## src/include/resp_pkg.sv

```systemverilog
// Summary of operation
// - carrier programmable between 46.5 and 64 kHz
// - demodulate sensed voltage synchronously into impedance
// - heavy low-pass before output; host finds peaks
// - software picks lead I, II, III or external
// - exactly one measurement path while enabled, none while disabled
// - chain only measures impedance, never ECG
// - internal mode drives carrier onto sense pins
// - bit 14 bypasses the on-chip amplifier
// - carrier field writable in control register 0x03
// - frequency follows field and high-performance bit
package resp_pkg;
  // ---------------------------------------------------------------
  // register map (index times four is the byte address)
  // ---------------------------------------------------------------
  localparam logic [7:0] IDX_ECG_CTRL = 8'h01;
  localparam logic [7:0] IDX_RESP_CTRL = 8'h03;
  localparam logic [7:0] IDX_STATUS = 8'h04;
  localparam logic [7:0] IDX_SAMPLE = 8'h05;
  localparam int ADDR_W = 8;
  localparam int RESP_CTRL_W = 24;
  localparam logic [23:0] RESP_CTRL_RST = 24'h00_0000;

  // ---------------------------------------------------------------
  // respiration control fields, except F_HP, which is bit 0 of the ECG control register
  // ---------------------------------------------------------------
  localparam int F_ENABLE = 0;
  localparam int F_PATH_LO = 1;
  localparam int F_AMP_LO = 3;
  localparam int F_EXT_CAP = 5;
  localparam int F_FREQ_LO = 6;
  localparam int F_AMP_BYPASS = 14;
  localparam int F_HP = 0;

  typedef enum logic [1:0] {PATH_LEAD_I, PATH_LEAD_II, PATH_LEAD_III, PATH_EXTERNAL} path_e;
  typedef enum logic [1:0] {AMP_QUARTER, AMP_HALF, AMP_THREE_Q, AMP_FULL} amp_e;

  // ---------------------------------------------------------------
  // timing
  // ---------------------------------------------------------------
  localparam int unsigned CLK_HZ = 100_000_000;
  localparam int unsigned HP_FREQ_HZ [4] = '{56000, 54000, 64000, 46500};
  localparam int unsigned LP_FREQ_HZ [4] = '{50000, 48000, 60000, 46500};
  localparam int HALF_W = 16;

  typedef struct packed {
    logic drive_en;
    logic drive_pos;
    logic drive_neg;
    logic [3:0] sense_sel;
    logic [3:0] drive_sel;
    logic ext_cap;
    logic dac_path_en;
    logic amp_bypass;
    logic [1:0] amplitude;
  } analog_ctl_s;

  typedef struct packed {
    logic valid;
    logic signed [15:0] data;
  } sense_s;
endpackage : resp_pkg

```

## src/resp_fifo.sv

```systemverilog
`timescale 1ns/1ps
`default_nettype none
module resp_fifo #(
  parameter int WIDTH = 32,
  parameter int DEPTH = 8
) (
  input wire logic clock,
  input wire logic rst,
  input wire logic in_valid,
  output logic in_ready,
  input wire logic [WIDTH-1:0] in_data,
  output logic out_valid,
  input wire logic out_ready,
  output logic [WIDTH-1:0] out_data,
  output logic [$clog2(DEPTH):0] level
);
  localparam int PW = $clog2(DEPTH);
  generate
    if (DEPTH < 2 || (1 << PW) != DEPTH) begin : g_bad
      $error("depth must be a power of two of at least two");
    end
  endgenerate

  logic [WIDTH-1:0] mem_r [DEPTH];
  logic [PW:0] wr_r, wr_nxt, rd_r, rd_nxt;
  logic push, pop;

  assign level = wr_r - rd_r;
  assign in_ready = (level != (PW+1)'(DEPTH));
  assign out_valid = (wr_r != rd_r);
  assign out_data = mem_r[rd_r[PW-1:0]];
  assign push = in_valid && in_ready;
  assign pop = out_valid && out_ready;

  always_comb begin
    wr_nxt = push ? wr_r + 1'b1 : wr_r;
    rd_nxt = pop ? rd_r + 1'b1 : rd_r;
  end

  always_ff @(posedge clock or posedge rst) begin
    if (rst) begin
      wr_r <= '0;
      rd_r <= '0;
    end else begin
      wr_r <= wr_nxt;
      rd_r <= rd_nxt;
    end
  end

  always_ff @(posedge clock) begin
    if (push) begin
      mem_r[wr_r[PW-1:0]] <= in_data;
    end
  end
endmodule : resp_fifo
`default_nettype wire

```

## src/resp_impedance_ctrl.sv

```systemverilog
// The APB interface to the registers was decided locally.
`timescale 1ns/1ps
`default_nettype none
module resp_impedance_ctrl #(
  parameter int DECIM = 256,
  parameter int LPF_SHIFT = 3,
  parameter int FIFO_DEPTH = 8
) (
  input wire logic clock,
  input wire logic rst,
  input wire logic [7:0] paddr,
  input wire logic psel,
  input wire logic penable,
  input wire logic pwrite,
  input wire logic [31:0] pwdata,
  output logic [31:0] prdata,
  output logic pready,
  output logic pslverr,
  input wire resp_pkg::sense_s sense,
  output resp_pkg::analog_ctl_s analog,
  output logic sample_valid,
  input wire logic sample_ready,
  output logic [31:0] sample_data
);
  generate
    if (DECIM < 2 || DECIM > 65536 || LPF_SHIFT < 1 || LPF_SHIFT > 16) begin : g_bad
      $error("unsupported decimation or filter shift");
    end
  endgenerate

  // ---------------------------------------------------------------
  // helpers
  // ---------------------------------------------------------------
  function automatic logic [15:0] half_cycles(input logic [1:0] code, input logic hp);
    int unsigned f;
    f = hp ? resp_pkg::HP_FREQ_HZ[code] : resp_pkg::LP_FREQ_HZ[code];
    return 16'(resp_pkg::CLK_HZ / (2 * f));
  endfunction : half_cycles

  function automatic logic [3:0] path_onehot(input logic [1:0] p);
    return 4'(4'h1 << p);
  endfunction : path_onehot

  typedef enum logic [1:0] {ST_IDLE, ST_SETTLE, ST_RUN} demod_state_e;

  // ---------------------------------------------------------------
  // register bus
  // ---------------------------------------------------------------
  logic [23:0] resp_ctrl_r, resp_ctrl_nxt;
  logic hp_r, hp_nxt;
  logic [31:0] prdata_r, prdata_nxt;
  logic overflow_r, overflow_nxt;
  logic [31:0] last_sample_r, last_sample_nxt;
  logic [$clog2(FIFO_DEPTH):0] fifo_level;
  logic [5:0] idx;
  logic mapped, setup, access, wr_ctrl, rd_status;
  logic fifo_in_ready, push_ok;
  logic pend_r, pend_nxt;
  logic [31:0] pend_data_r, pend_data_nxt;
  logic dump;

  assign idx = paddr[7:2];
  assign mapped = (paddr[1:0] == 2'b00) &&
                  (idx == resp_pkg::IDX_ECG_CTRL[5:0] || idx == resp_pkg::IDX_RESP_CTRL[5:0] ||
                   idx == resp_pkg::IDX_STATUS[5:0] || idx == resp_pkg::IDX_SAMPLE[5:0]);
  assign setup = psel && !penable;
  assign access = psel && penable;
  assign pready = 1'b1;
  assign pslverr = access && !mapped;
  assign prdata = prdata_r;
  assign wr_ctrl = access && pwrite && mapped && idx == resp_pkg::IDX_RESP_CTRL[5:0];
  assign rd_status = access && !pwrite && mapped && idx == resp_pkg::IDX_STATUS[5:0];

  always_comb begin
    resp_ctrl_nxt = resp_ctrl_r;
    hp_nxt = hp_r;
    prdata_nxt = prdata_r;
    overflow_nxt = overflow_r;
    if (wr_ctrl) begin
      resp_ctrl_nxt = pwdata[resp_pkg::RESP_CTRL_W-1:0];
    end
    if (access && pwrite && mapped && idx == resp_pkg::IDX_ECG_CTRL[5:0]) begin
      hp_nxt = pwdata[resp_pkg::F_HP];
    end
    if (setup) begin
      case (idx)
        resp_pkg::IDX_ECG_CTRL[5:0]: prdata_nxt = {31'h0, hp_r};
        resp_pkg::IDX_RESP_CTRL[5:0]: prdata_nxt = {8'h00, resp_ctrl_r};
        // the 3-bit level field truncates to zero when full, so a full buffer with nothing pending reads like an empty one
        resp_pkg::IDX_STATUS[5:0]: prdata_nxt = {24'h00_0000, 3'(fifo_level), pend_r, overflow_r,
                                                2'(resp_ctrl_r[resp_pkg::F_PATH_LO +: 2]), 1'b0};
        resp_pkg::IDX_SAMPLE[5:0]: prdata_nxt = last_sample_r;
        default: prdata_nxt = 32'h0000_0000;
      endcase
    end
    // a lost sample sets the flag; a status read clears it, but a new loss wins
    if (rd_status) begin
      overflow_nxt = 1'b0;
    end
    if (dump && st_r == ST_RUN && pend_r && !push_ok) begin
      overflow_nxt = 1'b1;
    end
  end

  always_ff @(posedge clock or posedge rst) begin
    if (rst) begin
      resp_ctrl_r <= resp_pkg::RESP_CTRL_RST;
      hp_r <= 1'b0;
      prdata_r <= 32'h0000_0000;
      overflow_r <= 1'b0;
    end else begin
      resp_ctrl_r <= resp_ctrl_nxt;
      hp_r <= hp_nxt;
      prdata_r <= prdata_nxt;
      overflow_r <= overflow_nxt;
    end
  end

  // ---------------------------------------------------------------
  // carrier and analog steering
  // ---------------------------------------------------------------
  logic enable;
  logic [1:0] path;
  logic [15:0] half_lim;
  logic [15:0] car_cnt_r, car_cnt_nxt;
  logic carrier_r, carrier_nxt;

  assign enable = resp_ctrl_r[resp_pkg::F_ENABLE];
  assign path = resp_ctrl_r[resp_pkg::F_PATH_LO +: 2];
  assign half_lim = half_cycles(resp_ctrl_r[resp_pkg::F_FREQ_LO +: 2], hp_r);

  // >= so a shorter period written mid-run toggles at once instead of wrapping the counter
  always_comb begin
    car_cnt_nxt = car_cnt_r + 16'h0001;
    carrier_nxt = carrier_r;
    if (!enable) begin
      car_cnt_nxt = 16'h0000;
      carrier_nxt = 1'b0;
    end else if (car_cnt_r >= half_lim - 16'h0001) begin
      car_cnt_nxt = 16'h0000;
      carrier_nxt = !carrier_r;
    end
  end

  always_ff @(posedge clock or posedge rst) begin
    if (rst) begin
      car_cnt_r <= 16'h0000;
      carrier_r <= 1'b0;
    end else begin
      car_cnt_r <= car_cnt_nxt;
      carrier_r <= carrier_nxt;
    end
  end

  always_comb begin
    analog.drive_en = enable;
    analog.drive_pos = enable && carrier_r;
    analog.drive_neg = enable && !carrier_r;
    analog.sense_sel = enable ? path_onehot(path) : 4'h0;
    analog.ext_cap = resp_ctrl_r[resp_pkg::F_EXT_CAP];
    analog.drive_sel = (enable && !analog.ext_cap) ? path_onehot(path) : 4'h0;
    analog.dac_path_en = enable && analog.ext_cap;
    analog.amp_bypass = resp_ctrl_r[resp_pkg::F_AMP_BYPASS];
    analog.amplitude = resp_ctrl_r[resp_pkg::F_AMP_LO +: 2];
  end

  // ---------------------------------------------------------------
  // demodulation and low-pass
  // ---------------------------------------------------------------
  demod_state_e st_r, st_nxt;
  logic [15:0] dec_cnt_r, dec_cnt_nxt;
  logic signed [31:0] acc_r, acc_nxt, iir_r, iir_nxt, term;

  assign dump = sense.valid && st_r != ST_IDLE && dec_cnt_r == 16'(DECIM - 1);
  assign push_ok = pend_r && fifo_in_ready;

  always_comb begin
    st_nxt = st_r;
    dec_cnt_nxt = dec_cnt_r;
    acc_nxt = acc_r;
    iir_nxt = iir_r;
    term = carrier_r ? 32'(sense.data) : -32'(sense.data);
    case (st_r)
      ST_IDLE: begin
        if (enable) begin
          st_nxt = ST_SETTLE;
        end
      end
      ST_SETTLE, ST_RUN: begin
        if (sense.valid) begin
          dec_cnt_nxt = dec_cnt_r + 16'h0001;
          acc_nxt = acc_r + term;
        end
        if (dump) begin
          dec_cnt_nxt = 16'h0000;
          acc_nxt = 32'sh0000_0000;
          iir_nxt = iir_r + ((acc_r + term - iir_r) >>> LPF_SHIFT);
          st_nxt = ST_RUN;
        end
      end
      default: st_nxt = ST_IDLE;
    endcase
    if (!enable || wr_ctrl) begin
      st_nxt = ST_IDLE;
      dec_cnt_nxt = 16'h0000;
      acc_nxt = 32'sh0000_0000;
    end
  end

  always_ff @(posedge clock or posedge rst) begin
    if (rst) begin
      st_r <= ST_IDLE;
      dec_cnt_r <= 16'h0000;
      acc_r <= 32'sh0000_0000;
      iir_r <= 32'sh0000_0000;
    end else begin
      st_r <= st_nxt;
      dec_cnt_r <= dec_cnt_nxt;
      acc_r <= acc_nxt;
      iir_r <= iir_nxt;
    end
  end

  // ---------------------------------------------------------------
  // output staging: only impedance results reach the stream
  // ---------------------------------------------------------------
  always_comb begin
    pend_nxt = pend_r && !push_ok;
    pend_data_nxt = pend_data_r;
    last_sample_nxt = last_sample_r;
    if (dump && st_r == ST_RUN && (!pend_r || push_ok)) begin
      pend_nxt = 1'b1;
      pend_data_nxt = iir_nxt;
      last_sample_nxt = iir_nxt;
    end
  end

  always_ff @(posedge clock or posedge rst) begin
    if (rst) begin
      pend_r <= 1'b0;
      pend_data_r <= 32'h0000_0000;
      last_sample_r <= 32'h0000_0000;
    end else begin
      pend_r <= pend_nxt;
      pend_data_r <= pend_data_nxt;
      last_sample_r <= last_sample_nxt;
    end
  end

  resp_fifo #(.WIDTH(32), .DEPTH(FIFO_DEPTH)) u_fifo (
    .clock(clock),
    .rst(rst),
    .in_valid(pend_r),
    .in_ready(fifo_in_ready),
    .in_data(pend_data_r),
    .out_valid(sample_valid),
    .out_ready(sample_ready),
    .out_data(sample_data),
    .level(fifo_level)
  );
endmodule : resp_impedance_ctrl
`default_nettype wire

```

## config.mk

```make
export PLATFORM = sky130hd
export DESIGN_NAME = resp_impedance_ctrl
export DESIGN_NICKNAME = d
export VERILOG_FILES = /design/src/include/resp_pkg.sv /design/src/resp_fifo.sv /design/src/resp_impedance_ctrl.sv
export SDC_FILE = /design/constraint.sdc
export NUM_CORES = 1
export LEC_CHECK = 0
export BUFFER_PORTS_ARGS = -buffer_cell sky130_fd_sc_hd__buf_2
export CAP_MARGIN = 10
export CORE_MARGIN = 3
export CORE_UTILIZATION = 54
export DETAILED_ROUTE_END_ITERATION = 12
export PLACE_DENSITY = 0.72
export SLEW_MARGIN = 40
export SYNTH_ARGS = -nofsm -noshare
export SYNTH_HDL_FRONTEND = slang
export SYNTH_HIERARCHICAL = 1
export SYNTH_SLANG_ARGS = --single-unit
```

## constraint.sdc

```tcl
create_clock -name clock -period 26.6 [get_ports clock]
set_input_delay 5.32 -clock clock [delete_from_list [all_inputs] [get_ports clock]]
set_output_delay 5.32 -clock clock [all_outputs]
set_load 0.01 [all_outputs]
```

Word-level counts from Yosys, hierarchy flattened
Memories as Yosys holds them, arrays and structs flattened.
Cells that the tools add are included.
- flip-flop bits (word level): 198
- bits in latches: 0
- memory bits (writable): 256
- memory bits (read-only): 0
- input port bits: 63
- output and inout bits: 83
- logic and storage cells: 122
- memories kept: 1
- add/sub/neg operators: 10
- $mul: 0
- divide/modulo/power cells: 1
- $lt $le $gt $ge: 2
- equality and inequality tests: 12
- shift-type cells: 1
- muxes and demuxes: 34
- bitwise operators: 1
- reductions and logical operators: 46
- memory list (name ; words ; width ; read ports ; clocked after Yosys merged registers in ; write ports ; RTL line ; source):
    u_fifo.mem_r ; 8 ; 32 ; 1 ; 0 ; 1 ; resp_fifo.sv:24 ; logic [WIDTH-1:0] mem_r [DEPTH];
- operators by type and width (kind ; number):
    $mux 32 ; 7
    $mux 31 ; 5
    $bmux 32 s2 ; 2
    $pmux 32 s4 ; 1
    $mux 16 ; 6
    $add 16x1->16 const B ; 2
    $add 32x29->32 ; 1
    $add 32x32->32 ; 1
    $div 27x32->32 const A ; 1
    $neg 16->32 ; 1
    $sub 32x32->32 ; 1
    $logic_and 1x1->1 ; 24
    $eq 16x8->1 const B ; 1
    $ge 16x16->1 ; 1
    $sub 16x1->16 const B ; 1
    $eq 6x3->1 const B ; 2
    $add 4x1->4 const B ; 2
    $logic_not 1->1 ; 8
    $mux 4 ; 2
    $mux 1 ; 7
    $eq 6x1->1 const B ; 1
    $eq 6x2->1 const B ; 1
    $mux 2 ; 3
    $ne 3x3->1 const B ; 2
    16 further kinds ; 24

Longest topological paths before layout
- depth after elaboration: 10
- mapped depth: 89
- mapped depth without buffers: 78

By module
The synthesis kept the hierarchy.
- by module, submodules not included (module ; times used ; cells an instance ; area each (µm²) ; seq. area each (µm²)):
    resp_impedance_ctrl ; 1 ; 2332 ; 19058.3 ; 4754.6
    resp_fifo ; 1 ; 501 ; 10212.3 ; 7887.6

Worst setup path after synthesis
No wires, ideal clock.
- path type: register to register
- from: reg resp_ctrl_r[7]
- to: reg carrier_r
- setup time: 125 ps
- arrival: 16516 ps
- required time: 26475 ps
- path slack: 9960 ps
- stages on the path, launching flop included: 85
- buffers on the path: 10
- clock period less this slack: 16640 ps
- cell sequence: dfrtp_1 > buf_4 > clkbuf_1 > inv_1 > clkbuf_1 > ha_1 > buf_2 > or4b_4 > o21ai_0 > nand2_1 > inv_1 > fa_1 > o21ai_0 > ha_1 > clkbuf_1 > a21oi_1 > o21ai_1 > o311a_1 > [49 not listed] > nor2_1 > nor2_1 > o21ai_0 > o31ai_1 > o211ai_1 > nor4_1 > xnor2_1 > ha_1 > a21o_1 > a21oi_1 > nor2b_1 > o21ai_0 > nand2b_1 > a21oi_1 > nor2b_1 > o21ai_0 > nand4b_1 > mux2_2
- cells in the longest elaborated chain, start to end: 9
- elaborated cells on any way between the ends: 12
- classes of those cells: add/sub: 1; div: 1; order compare: 1; eq/ne: 1; mux: 7; bitwise: 1
- ends and longest elaborated chain (what ; RTL line ; source):
    start: declaration ; resp_impedance_ctrl.sv:49 ; logic [23:0] resp_ctrl_r, resp_ctrl_nxt;
    start signal: assignment ; resp_impedance_ctrl.sv:107 ; resp_ctrl_r <= resp_pkg::RESP_CTRL_RST;
    start signal: assignment ; resp_impedance_ctrl.sv:112 ; resp_ctrl_r <= resp_ctrl_nxt;
    $not 2->3 (implied by the code) (*) ; resp_impedance_ctrl.sv:36 ; f = hp ? resp_pkg::HP_FREQ_HZ[code] : resp_pkg::LP_FREQ_HZ[code];
    $bmux 32 s2 ; resp_impedance_ctrl.sv:36 ;
    $mux 31 (implied by the code) (2 in a row) ; resp_impedance_ctrl.sv:36 ;
    $mux 31 (*) ; resp_impedance_ctrl.sv:36 ;
    $div 27x32->32 (*) ; resp_impedance_ctrl.sv:37 ; return 16'(resp_pkg::CLK_HZ / (2 * f));
    $sub 16x1->16 (*) ; resp_impedance_ctrl.sv:139 ; end else if (car_cnt_r >= half_lim - 16'h0001) begin
    $ge 16x16->1 (*) ; resp_impedance_ctrl.sv:139 ;
    $ne 2x1->1 (no line) (*) ; -- ;
    end signal: assignment ; resp_impedance_ctrl.sv:151 ; carrier_r <= carrier_nxt;
    end: declaration ; resp_impedance_ctrl.sv:126 ; logic carrier_r, carrier_nxt;
Every way passes the cells marked *; elsewhere a longest branch is shown, timed or not. The select of a mux whose other input is x is not followed.
A chain may end at the register's enable or synchronous reset.

Final worst setup path
Same ends and word-level chain as after synthesis.

==> summary.md <==
| Metric | Value |
|---|---|
| Hold crit path type | reg -> reg |
| Crit-path max FO | 35 |
| Setup crit end kind | flip-flop |
| I/O pin total | 146 |
| Dpl ws | 7.720 ns |
| Critical Setup Path Class | reg -> reg |
| GR Overflow Total | 0 |
| GRT Total Usage | 0.2865 |
| Hold buffers post-CTS | 0 |
| Final ANT Viol Nets | 0 |
| Syn-to-layout area delta | 10.70% |
| Hold path depth | 2 |
| Clk sinks | 454 |
| First drt pass iteration count | 7 |
| Seq. cell area | 12650 um2 |
| CTS Buffer Depth | 3 |
| Final GP Congestion | 1.078 |
| Mapped Avg Cell Area | 10.33 um2 |
| Clk slew on worst S/H paths | 0.07 ns |
| 1st-iter DRT viols | 2148 |
| Latest clock arrival within the worst-skew pair | 0.60 ns |
| Setup repair after global routing missed its margin | false |
| Via/cell ratio | 6.345 |
| Status | complete, no violations |
| Worst r2r path cells | 75 |
| Core Region | 53080 um2 |
| RR Startpoint | resp_ctrl_r[7] |
| PwrDens | 53.89 nW/um2 |
| Die X | 238.8 um |
| Worst VDD drop | 52.15 uV |
| Area of the multi-input gates | 15700 um2 |
| Pin count of the biggest net entering global routing | 135 |
| Fill count | 4271 |
| Slew margin rel. | 0.3104 |
| Final net count | 3191 |
| Final WS setup | 7.454 ns |
| Starting Density | 0.5514 |
| Ant. Diodes | 0 |
| Htree depth | 2 |
| Slowest CP cell | a21oi_1 |
| Clock tree root buffer cell | clkbuf_16 |
| CTS tree | built |
| Cell Rows | 84 |
| Vias in the first global route | 22860 |
| Crit path launch | resp_ctrl_r[7] |
| Fin. Hold Viols | 0 |
| Post-Syn Instances | 2832 |
| Post-CTS Resized | 0 |
| Initial antenna violation count | 3 |
| # DRC | 0 |
| Chip height | 238.8 um |
| Synth Warn # | 6 |
| Share of cells above drive strength 1 | 0.1631 |
| Worst EP arrival | 19.62 ns |
| Maximum clock frequency | 52.23 MHz |
| Startpoint Class | flip-flop |
| Setup Fix Bufs, Post-CTS | 0 |
| Number of port buffers | 136 |
| TritonCTS Buffers | 48 |
| Setup TNS Final | 0 ns |
| Wire length per cell | 22.52 um |
| Critical path required time | 27.08 ns |
| Worst Skew | 0.02525 ns |
| Hold path startpoint | prdata[30] |
| Max stage delay on crit path | 0.76 ns |
| Tightest Pin Transition | 1.028 ns |
| DIE AREA | 57030 um2 |
| First-pass GRT wire length | 127900 um |
| Final setup viols | 0 |
| Synthesized area | 29270 um2 |
| Slew Limit Fails | 0 |
| Total Wirelength | 82620 um |
| Max_cap viols | 0 |
| DP HPWL | 57650 um |
| Vias | 23270 |
| Minimum clock period | 19.15 ns |
| Tcrit/Tclk final | 0.7198 |
| Leak | 0.01279 uW |
==> routing by layer <==
metal | part of all wire | vias up | wire length (um) | track usage
met5 | 0.00013 | - | 11 | 0
met4 | 0.047 | 2 | 3884 | 0.1314
met2 | 0.48 | 932 | 39610 | 0.4817
li1 | - | 10720 | - | -
met1 | 0.40 | 11410 | 32990 | 0.3640
met3 | 0.074 | 208 | 6122 | 0.04926
==> power by group <==
| part | switching, uW | internal [uW] |
|---|---|---|
| logic | 191 | 121 |
| registers | 18.1 | 745 |
| clock network | 288 | 383 |
==> layout make-up <==
class | count | share of cell area
clock buffer | 69 | 0.04229
sequential | 454 | 0.3904
multi-input combinational | 2123 | 0.4845
timing repair buffer | 179 | 0.03283
tap | 688 | 0.02657
clock inverter | 20 | 0.007415
inverter | 135 | 0.01603
==> sequential cells by signal, summed over array words and instances, names as in the netlist <==
signal,cells
u_fifo/wr_r,4
car_cnt_r,16
pend_r,1
resp_ctrl_r,24
u_fifo/rd_r,4
dec_cnt_r,16
st_r,2
hp_r,1
u_fifo/mem_r,256
iir_r,32
pend_data_r,32
acc_r,32
carrier_r,1
prdata,32
overflow_r,1
==> layout by cell type, fill, tap and decap left out, types with 30 or more instances in the layout <==
cell type	count
nand3_1	81
a22o_1	33
edfxtp_1	256
a21oi_1	146
dfrtp_1	196
xor2_1	75
nor3_1	54
mux2_2	71
inv_1	127
mux4_2	64
clkbuf_16	48
ha_1	179
xnor2_1	102
a21o_1	37
nor2_1	224
nand2_1	322
buf_4	38
buf_2	136
nand2b_1	30
o21ai_0	150
==> through the flow <==
| stage | util | hold slack, ns | instance area [um2] | instances | total power [uW] |
|---|---|---|---|---|---|
| 5_1_grt | 0.6104 | 0.4864 | 32400 | 3668 | 1820 |
| 4_1_cts | 0.6095 | 0.4663 | 32350 | 3666 | 1759 |
| 3_5_place_dp | 0.5792 | 0.4507 | 30740 | 3577 | 1088 |
| 2_1_floorplan | - | 0.4567 | 29280 | 2835 | 989.9 |
| 6_report | 0.6104 | 0.4618 | 32400 | 3668 | 1746 |
| 3_3_place_gp | 0.5779 | 0.4436 | 30670 | 3575 | 1084 |
==> final timing paths <==
path | slack (ns) | endpoint
setup reg to reg | 7.45 | carrier_r
setup / recovery | 7.45 | carrier_r
hold / removal | 0.46 | prdata[30]
hold reg to reg | 0.46 | prdata[30]
max in group asynchronous | 20.69 | resp_ctrl_r[3]
min in group asynchronous | 4.77 | u_fifo/rd_r[0]
==> critical path: cells and delay by family (launching register included) <==
family	cells	cell delay [ns]
flip-flops	1	0.38
adder cells (fa/ha/maj)	9	3.24
buffers and inverters	3	1.23
XOR/XNOR	3	0.49
AO/OA/AOI/OAI	37	8.53
AND/OR/NAND/NOR	22	4.64
multiplexers	1	0.47
(Power assumes the default switching activity.)
